File: config.mk
export PLATFORM = sky130hd
export DESIGN_NAME = ster_top
export DESIGN_NICKNAME = d
export VERILOG_FILES = /design/src/inc/ster_pkg.sv /design/src/inc/ster_reg_if.sv /design/src/rtl/ster_core.sv /design/src/rtl/ster_top.sv
export SDC_FILE = /design/constraint.sdc
export NUM_CORES = 1
export LEC_CHECK = 0
export BUFFER_PORTS_ARGS = -buffer_cell sky130_fd_sc_hd__buf_2
export CAP_MARGIN = 15
export CORE_UTILIZATION = 53
export DETAILED_ROUTE_END_ITERATION = 7
export GPL_TIMING_DRIVEN = 0
export PLACE_DENSITY_LB_ADDON = 0.12
export REMOVE_ABC_BUFFERS = 1
export SLEW_MARGIN = 40
export SYNTH_ARGS = -nofsm -noshare
export SYNTH_HDL_FRONTEND = slang
export SYNTH_SLANG_ARGS = --single-unit
File: constraint.sdc
create_clock -name i_core_clk -period 1.1 [get_ports i_core_clk]
set_clock_uncertainty 0.05 [all_clocks]
set_input_delay 0 -clock i_core_clk [delete_from_list [all_inputs] [get_ports i_core_clk]]
set_output_delay 0 -clock i_core_clk [all_outputs]
set_load 0.005 [all_outputs]
File: src/inc/ster_pkg.sv
/*
 * Package for the state transition error reporting block: register offsets,
 * field positions, state encodings, error codes and interrupt layout.
 * Assumes a 16-bit register word reached over a plain strobe port.
 */
package ster_pkg;
    // Register offsets (byte addresses).
    localparam logic [11:0] OFS_STATE_REQUEST = 12'h0120;
    localparam logic [11:0] OFS_STATE_REPORT  = 12'h0130;
    localparam logic [11:0] OFS_ERROR_CODE    = 12'h0134;
    localparam logic [11:0] OFS_LOCAL_CONFIG  = 12'h0140;
    localparam logic [11:0] OFS_FAULT_CAUSE   = 12'h0150;
    localparam logic [11:0] OFS_IRQ_STATUS    = 12'h0160;
    localparam logic [11:0] OFS_IRQ_CLEAR     = 12'h0164;
    localparam logic [11:0] OFS_IRQ_ENABLE    = 12'h0168;

    // Field positions.
    localparam int ERR_FLAG_BIT   = 4;
    localparam int ERR_ACK_BIT    = 4;
    localparam int EMU_ENABLE_BIT = 8;

    // Reset values.
    localparam logic [15:0] RST_ERROR_CODE   = 16'h0000;
    localparam logic        RST_EMU_ENABLE   = 1'b0;
    localparam logic [2:0]  RST_IRQ_ENABLE   = 3'h0;

    // State encodings shared by request and report.
    localparam logic [3:0] ST_INIT   = 4'h1;
    localparam logic [3:0] ST_PREOP  = 4'h2;
    localparam logic [3:0] ST_BOOT   = 4'h3;
    localparam logic [3:0] ST_SAFEOP = 4'h4;
    localparam logic [3:0] ST_OP     = 4'h8;

    // Error codes.
    localparam logic [15:0] EC_NONE       = 16'h0000;
    localparam logic [15:0] EC_BAD_CHANGE = 16'h0011;
    localparam logic [15:0] EC_UNKNOWN    = 16'h0012;
    localparam logic [15:0] EC_BUF_CFG    = 16'h0017;
    localparam logic [15:0] EC_NO_INPUTS  = 16'h0018;
    localparam logic [15:0] EC_BUF_TYPES  = 16'h001C;
    localparam logic [15:0] EC_COLD_START = 16'h0020;
    localparam logic [15:0] EC_SYNC_OUT   = 16'h0030;
    localparam logic [15:0] EC_TS_LATCH   = 16'h0031;
    localparam logic [15:0] EC_DT_TIMEOUT = 16'h0034;

    // Fault cause bits in the fault cause register.
    localparam int FC_BUF_CFG    = 0;
    localparam int FC_NO_INPUTS  = 1;
    localparam int FC_BUF_TYPES  = 2;
    localparam int FC_SYNC_OUT   = 3;
    localparam int FC_TS_LATCH   = 4;
    localparam int FC_DT_TIMEOUT = 5;
    localparam int FC_COLD_START = 6;
    localparam int FC_WIDTH      = 7;

    // Interrupt status bits.
    localparam int IRQ_ERROR   = 0;
    localparam int IRQ_CHANGE  = 1;
    localparam int IRQ_REQUEST = 2;
    localparam int IRQ_WIDTH   = 3;
endpackage

File: src/inc/ster_reg_if.sv
/*
 * Interface carrying register accesses from the bus slave to the state core.
 * Assumes one clock; strobes are single-cycle pulses.
 */
`timescale 1ns/100ps
interface ster_reg_if;
    logic        req_wr;
    logic [3:0]  req_state;
    logic        req_ack;
    logic        emu_en;
    logic [ster_pkg::FC_WIDTH-1:0] fault;
    logic [3:0]  cur_state;
    logic        err_flag;
    logic [15:0] err_code;
    logic        err_set;
    logic        state_chg;

    modport ctl  (output req_wr, req_state, req_ack, emu_en, fault,
                  input  cur_state, err_flag, err_code, err_set, state_chg);
    modport core (input  req_wr, req_state, req_ack, emu_en, fault,
                  output cur_state, err_flag, err_code, err_set, state_chg);
endinterface

File: src/rtl/ster_core.sv
/*
 * State core: decides resulting state, error flag and error code.
 * Assumes requests and fault causes are synchronous one-cycle inputs.
 */
// The address-and-strobe port is this design's own decision.
`timescale 1ns/100ps
module ster_core (
    // Clock and reset.
    input  wire logic i_core_clk,
    input  wire logic i_rst_b,
    // Register side.
    ster_reg_if.core  bus
);
    typedef struct packed {
        logic [3:0]  state;
        logic        flag;
        logic [15:0] code;
        logic        set;
        logic        chg;
    } ster_core_t;

    ster_core_t st_ff;
    ster_core_t nxt_st;

    function automatic logic is_known(input logic [3:0] s);
        return s == ster_pkg::ST_INIT || s == ster_pkg::ST_PREOP || s == ster_pkg::ST_BOOT
            || s == ster_pkg::ST_SAFEOP || s == ster_pkg::ST_OP;
    endfunction

    function automatic logic is_run(input logic [3:0] s);
        return s == ster_pkg::ST_OP || s == ster_pkg::ST_SAFEOP;
    endfunction

    always_comb begin
        logic        fail;
        logic [3:0]  cur;
        logic [3:0]  req;
        logic [3:0]  dst;
        logic [15:0] ec;
        logic        bad;
        logic        ps;
        logic        so;
        fail = 1'b0;
        cur  = st_ff.state;
        req  = bus.req_state;
        dst  = cur;
        ec   = ster_pkg::EC_NONE;
        bad  = 1'b0;
        ps   = 1'b0;
        so   = 1'b0;
        nxt_st = st_ff;
        nxt_st.set = 1'b0;
        nxt_st.chg = 1'b0;
        if (bus.req_ack) begin
            nxt_st.flag = 1'b0;
        end
        if (bus.req_wr && bus.emu_en) begin
            dst         = req;
            nxt_st.flag = bus.req_ack;
        end else if (bus.req_wr && req != cur) begin
            ps  = cur == ster_pkg::ST_PREOP && req == ster_pkg::ST_SAFEOP;
            so  = cur == ster_pkg::ST_SAFEOP && req == ster_pkg::ST_OP;
            bad = (cur == ster_pkg::ST_INIT && (req == ster_pkg::ST_SAFEOP || req == ster_pkg::ST_OP))
               || (cur == ster_pkg::ST_PREOP && (req == ster_pkg::ST_OP || req == ster_pkg::ST_BOOT))
               || ((cur == ster_pkg::ST_OP || cur == ster_pkg::ST_SAFEOP) && req == ster_pkg::ST_BOOT)
               || (cur == ster_pkg::ST_BOOT && req != ster_pkg::ST_INIT);
            if (!is_known(req)) begin
                fail = 1'b1;
                ec   = ster_pkg::EC_UNKNOWN;
            end else if (bad) begin
                fail = 1'b1;
                ec   = ster_pkg::EC_BAD_CHANGE;
            end else if ((ps || so) && bus.fault[ster_pkg::FC_BUF_CFG]) begin
                fail = 1'b1;
                ec   = ster_pkg::EC_BUF_CFG;
            end else if (ps && bus.fault[ster_pkg::FC_NO_INPUTS]) begin
                fail = 1'b1;
                ec   = ster_pkg::EC_NO_INPUTS;
                dst  = ster_pkg::ST_PREOP;
            end else if (ps && bus.fault[ster_pkg::FC_BUF_TYPES]) begin
                fail = 1'b1;
                ec   = ster_pkg::EC_BUF_TYPES;
            end else begin
                dst = req;
            end
        end else if (bus.fault[ster_pkg::FC_COLD_START]) begin
            fail = 1'b1;
            ec   = ster_pkg::EC_COLD_START;
        end else if (is_run(cur)) begin
            if (bus.fault[ster_pkg::FC_NO_INPUTS]) begin
                fail = 1'b1;
                ec   = ster_pkg::EC_NO_INPUTS;
                dst  = ster_pkg::ST_PREOP;
            end else if (bus.fault[ster_pkg::FC_BUF_TYPES]) begin
                fail = 1'b1;
                ec   = ster_pkg::EC_BUF_TYPES;
                dst  = ster_pkg::ST_SAFEOP;
            end else if (bus.fault[ster_pkg::FC_SYNC_OUT]) begin
                fail = 1'b1;
                ec   = ster_pkg::EC_SYNC_OUT;
                dst  = ster_pkg::ST_SAFEOP;
            end else if (bus.fault[ster_pkg::FC_TS_LATCH]) begin
                fail = 1'b1;
                ec   = ster_pkg::EC_TS_LATCH;
                dst  = ster_pkg::ST_SAFEOP;
            end else if (bus.fault[ster_pkg::FC_DT_TIMEOUT]) begin
                fail = 1'b1;
                ec   = ster_pkg::EC_DT_TIMEOUT;
                dst  = ster_pkg::ST_SAFEOP;
            end
        end
        if (fail) begin
            nxt_st.flag = 1'b1;
            nxt_st.code = ec;
            nxt_st.set  = 1'b1;
        end else if (bus.req_wr && !bus.emu_en) begin
            nxt_st.code = ster_pkg::EC_NONE;
        end
        nxt_st.chg   = dst != cur;
        nxt_st.state = dst;
    end

    always_ff @(posedge i_core_clk or negedge i_rst_b) begin
        if (!i_rst_b) begin
            st_ff <= '{state: ster_pkg::ST_INIT, flag: 1'b0, code: ster_pkg::RST_ERROR_CODE,
                       set: 1'b0, chg: 1'b0};
        end else begin
            st_ff <= nxt_st;
        end
    end

    assign bus.cur_state = st_ff.state;
    assign bus.err_flag  = st_ff.flag;
    assign bus.err_code  = st_ff.code;
    assign bus.err_set   = st_ff.set;
    assign bus.state_chg = st_ff.chg;
endmodule // ster_core

File: src/rtl/ster_top.sv
/*
 * Top of the state transition error reporting block: register port,
 * reset synchroniser, fault inputs, interrupt logic and the state core.
 * Assumes a single 250 MHz clock and synchronous fault inputs.
 */
`timescale 1ns/100ps

module ster_top (
    // Clock and reset.
    input  wire logic        i_core_clk,
    input  wire logic        i_rst_b,
    // Register port.
    input  wire logic [11:0] i_addr,
    input  wire logic [15:0] i_wdata,
    input  wire logic        i_wr,
    input  wire logic        i_rd,
    output logic      [15:0] o_rdata,
    // Fault causes from the local application.
    input  wire logic [ster_pkg::FC_WIDTH-1:0] i_fault,
    // Interrupt.
    output logic             o_irq
);
    typedef struct packed {
        logic [15:0]                    rdata;
        logic                           emu_en;
        logic [ster_pkg::IRQ_WIDTH-1:0] irq_stat;
        logic [ster_pkg::IRQ_WIDTH-1:0] irq_en;
    } ster_top_t;

    ster_top_t   st_ff;
    ster_top_t   nxt_st;
    logic [1:0]  rst_sync_ff;
    logic        rst_b;
    ster_reg_if  rif ();

    always_ff @(posedge i_core_clk or negedge i_rst_b) begin
        if (!i_rst_b) begin
            rst_sync_ff <= 2'h0;
        end else begin
            rst_sync_ff <= {rst_sync_ff[0], 1'b1};
        end
    end
    assign rst_b = rst_sync_ff[1];

    always_comb begin
        logic [ster_pkg::IRQ_WIDTH-1:0] ev;
        ev = '0;
        nxt_st = st_ff;
        nxt_st.rdata = 16'h0000;
        ev[ster_pkg::IRQ_ERROR]   = rif.err_set;
        ev[ster_pkg::IRQ_CHANGE]  = rif.state_chg;
        ev[ster_pkg::IRQ_REQUEST] = rif.req_wr;
        if (i_wr && i_addr == ster_pkg::OFS_LOCAL_CONFIG) begin
            nxt_st.emu_en = i_wdata[ster_pkg::EMU_ENABLE_BIT];
        end
        if (i_wr && i_addr == ster_pkg::OFS_IRQ_ENABLE) begin
            nxt_st.irq_en = i_wdata[ster_pkg::IRQ_WIDTH-1:0];
        end
        if (i_wr && i_addr == ster_pkg::OFS_IRQ_CLEAR) begin
            nxt_st.irq_stat = st_ff.irq_stat & ~i_wdata[ster_pkg::IRQ_WIDTH-1:0];
        end
        nxt_st.irq_stat = nxt_st.irq_stat | ev;
        if (i_rd) begin
            case (i_addr)
                ster_pkg::OFS_STATE_REPORT: begin
                    nxt_st.rdata = {11'h000, rif.err_flag, rif.cur_state};
                end
                ster_pkg::OFS_ERROR_CODE: begin
                    nxt_st.rdata = rif.err_code;
                end
                ster_pkg::OFS_LOCAL_CONFIG: begin
                    nxt_st.rdata = {7'h00, st_ff.emu_en, 8'h00};
                end
                ster_pkg::OFS_FAULT_CAUSE: begin
                    nxt_st.rdata = {9'h000, i_fault};
                end
                ster_pkg::OFS_IRQ_STATUS: begin
                    nxt_st.rdata = {13'h0000, st_ff.irq_stat};
                end
                ster_pkg::OFS_IRQ_ENABLE: begin
                    nxt_st.rdata = {13'h0000, st_ff.irq_en};
                end
                default: begin
                    nxt_st.rdata = 16'h0000;
                end
            endcase
        end
    end

    always_ff @(posedge i_core_clk or negedge rst_b) begin
        if (!rst_b) begin
            st_ff.rdata    <= 16'h0000;
            st_ff.emu_en   <= ster_pkg::RST_EMU_ENABLE;
            st_ff.irq_stat <= '0;
            st_ff.irq_en   <= ster_pkg::RST_IRQ_ENABLE;
        end else begin
            st_ff.rdata    <= nxt_st.rdata;
            st_ff.emu_en   <= nxt_st.emu_en;
            st_ff.irq_stat <= nxt_st.irq_stat;
            st_ff.irq_en   <= nxt_st.irq_en;
        end
    end

    assign rif.req_wr    = i_wr && i_addr == ster_pkg::OFS_STATE_REQUEST;
    assign rif.req_state = i_wdata[3:0];
    assign rif.req_ack   = rif.req_wr && i_wdata[ster_pkg::ERR_ACK_BIT];
    assign rif.emu_en    = st_ff.emu_en;
    assign rif.fault     = i_fault;

    ster_core u_core (
        .i_core_clk (i_core_clk),
        .i_rst_b    (rst_b),
        .bus        (rif.core)
    );

    assign o_rdata = st_ff.rdata;
    assign o_irq   = |(st_ff.irq_stat & st_ff.irq_en);
endmodule // ster_top
==> run_results.csv <==
group,metric,value,unit
status,outcome,"finished, violations left",
status,failed_checks,"negative setup slack",
floorplan,start_util,55.3,%
clock_network,numCtsBuffers,5,
timing,slew_violations,0,
place,gp_congestion,0.942,
timing,layout_setup_ws,-1.24,ns
final_layout,fin_nets,349,
synthesis,synth.most_common_cell,"dfrtp_1",
global_routing,antenna_found_initial,0,
synthesis,async_flop_share,100,%
routing,ant_nets,0,
global_routing,met1_usage,39.7,%
setup_path,worstPathMaxFanout,6,
global_routing,grt_pass1_vias,2020,
synthesis,synthTopCellsByArea,"dfrtp_1 33%, buf_4 5.4%, nor2_1 3.7%",
timing,period_share,213,%
synthesis,syn_area_per_cell,8.67,um2
setup_path,cp_num_buf_inv,1,
power,power_density,1250,mW/mm2
routing,route.detailed.drc,0,
place,hpwl,3970,um
setup_path,critPathArrivalTime,2.48,ns
global_routing,groute.layer.met3.usage,6.51,%
floorplan,die_x,66.6,um
synthesis,synth_edf_count,0,
final_layout,fin_util,74.8,%
synthesis,synth_flop_cell,"dfrtp_1",
setup_path,worstPathRequired,1.24,ns
power,vdd_drop_max,0.786,mV
place,io_buffers,37,
synthesis,syn_inst,255,
floorplan,rows,23,
setup_path,crit_path_end_kind,"flop",
setup_path,cp_slowest_stage_delay,0.59,ns
synthesis,ys_seq_elements,30,
final_layout,nFillCells,277,
final_layout,n_antenna_cell,0,
floorplan,ios,56,
worst_hold_path,min_path_cells,3,
clock_network,clk_pin_slew,0.09,ns
synthesis,syn_area,0.00221,mm2
job,drv_cap,0,
synthesis,synth_common_cells,"29 x dfrtp_1, 22 x nor2_1, 18 x nand2_1",
clock_network,clockBufferDepth,2,
clock_network,cts_tree,"done",
global_routing,grt_first_pass_wirelength,10000,um
global_routing,grt_remaining_overflow,0,
setup_path,slowest_stage,"or4b_4",
clock_network,cts_sinks,30,
synthesis,synth-seq-area-share,34.0,%
timing,max_freq,427,MHz
setup_path,worstReg2RegEnd,"u_core.bus.err_code[5]$_DFFE_PN0P_",
setup_path,setup.worst_path.class,"flop to flop",
timing,rsz0062_at_grt,"yes",
setup_path,startpoint,"u_core.bus.cur_state[3]$_DFF_PN0_",
worst_hold_path,hold_class,"primary input to flop",
setup_path,r2r-start,"u_core.bus.cur_state[3]$_DFF_PN0_",
setup_path,path_depth,7,
timing,fin_crit,2.34,ns
setup_path,crit_chain,"or4b_4, a21oi_2, a41o_2, buf_6, nor4_4, a221o_1, o31ai_1",
setup_path,crit_end,"u_core.bus.err_code[5]$_DFFE_PN0P_",
setup_path,cp_top_family,"compound AO/OA/AOI/OAI gates",
routing,drtIter0Drc,266,
timing,max_slew_margin,58.9,%
floorplan,dieArea,0.00444,mm2
setup_path,worstRegToRegCells,7,
synthesis,yosys_warnings,0,
final_layout,area_growth,35.2,%
global_routing,grt_max_degree,29,
timing,setup_viol_count_final,29,
synthesis,yosysTopAreaCell,"dfrtp_1",
synthesis,synth_top_area_share,32.8,%
synthesis,synthDistinctLibCells,62,
clock_network,cts-root-buf,"clkbuf_8",
clock_network,clkLatencyLatePin,0.30,ns
power,p_leak,1.26,nW
setup_path,regToRegSetupSlack,-1.24,ns
timing,fin_tns_setup,-20.11,ns
setup_path,cp-start-kind,"flop",
final_layout,ff_latch_area,757,um2
routing,vias_per_cell,6.58,
routing,first_pass_iters,5,
clock_network,htreeDepth,2,
timing,finalHoldViolCount,0,
global_routing,grt_use_total,30.4,%
routing,vias,2376,
routing,routed_wl,7110,um
global_routing,top_usage_layer,"met2",
floorplan,core,0.00400,mm2
final_layout,layout-drive-gt1-share,42.1,%
timing,tightestPinTransition,0.614,ns
final_layout,multi_input_area,0.00153,mm2
global_routing,grt_util_met2,49.4,%
routing,route.detailed.wl_per_inst,19.7,um
floorplan,die_h,66.6,um
## routing by layer
metal	vias to the layer above	wire length (um)
li1	1045	-
met1	1137	2810
met2	160	3420
met3	34	658
met4	0	213
met5	-	0
## state kept, by name, indices dropped and copies added, names as in the netlist
name and count:
o_rdata 8, st_ff 6, u_core.bus.err_code 6, u_core.bus.cur_state 4, rst_sync_ff 2, rif.emu_en 1, u_core.bus.err_flag 1, u_core.bus.err_set 1
u_core.bus.state_chg 1
## worst reg2reg max path, stage by stage (launching register included)
cell     delay (ns)
dfrtp_2        0.49
or4b_4         0.59
a21oi_2        0.13
a41o_2         0.14
buf_6          0.11
nor4_4         0.04
a221o_1        0.42
o31ai_1        0.28
## layout make-up
class	count	share of cell area, %
clock buffer	5	2.30
sequential	30	25.3
multi-input combinational	195	51.1
inverter	6	0.753
tap	50	2.09
timing repair buffer	72	16.9
clock inverter	3	1.51
## cells by family (layout without fill, tap and decap cells)
group,after synthesis,count (layout),share of synthesized area (%)
AO/OA/AOI/OAI,76,77,24.9
XOR/XNOR,6,6,2.38
buffers and inverters,38,86,10.3
flip-flops,30,30,34.0
multiplexers,4,4,2.04
other,2,9,0.339
AND/OR/NAND/NOR,99,99,26.0
## placed cells by master (no fill, tap or decap), drive strengths merged, types with 4 or more instances in the layout
master / instances
nand2: 19
nor3: 6
mux2: 4
conb: 9
nand3: 11
a21oi: 16
a31oi: 7
nand2b: 6
dlygate4sd3: 8
buf: 64
xnor2: 5
o31ai: 4
clkbuf: 5
a22oi: 7
inv: 6
nor2: 23
and3: 4
o21ai: 9
a21o: 6
nand4: 4
dfrtp: 29
## worst min-delay path by stage
stage	startpoint	to	slack (ns)
floorplan	i_rst_b	rst_sync_ff[0]$_DFF_PN0_	-0.35
global placement	i_rst_b	rst_sync_ff[0]$_DFF_PN0_	-0.26
detailed placement	i_rst_b	rst_sync_ff[0]$_DFF_PN0_	-0.26
CTS	i_fault[3]	o_rdata[3]$_DFF_PN0_	0.0007
global route	i_fault[3]	o_rdata[3]$_DFF_PN0_	0.004
finish	i_fault[3]	o_rdata[3]$_DFF_PN0_	0.01
## power by group
group	switching (mW)	internal [mW]
Sequential	0.159	1.19
Combinational	0.645	0.585
Clock	0.494	0.674
Total	1.30	2.45
## stage by stage
step	worst slack, ns	power, mW	instance area, um2	hold WS (ns)	cells
after global routing	-1.35	3.87	2990	0.00414	361
after detailed placement	-1.58	2.10	2290	-0.265	317
final	-1.24	3.75	2990	0.0144	361
after floorplan	-1.17	1.81	2030	-0.346	230
after CTS	-1.15	3.55	2820	0.000733	351
after global placement	-1.57	2.08	2280	-0.264	317
## timing repair
item	CTS	global route
buffers inserted	17	10
endpoints found under the setup margin	29	29
cloned	1	0
hold endpoints to repair	8	0
pin swaps	27	21
resized for setup	45	22
hold buffers	8	0
Power figures use the tool's default switching activity.
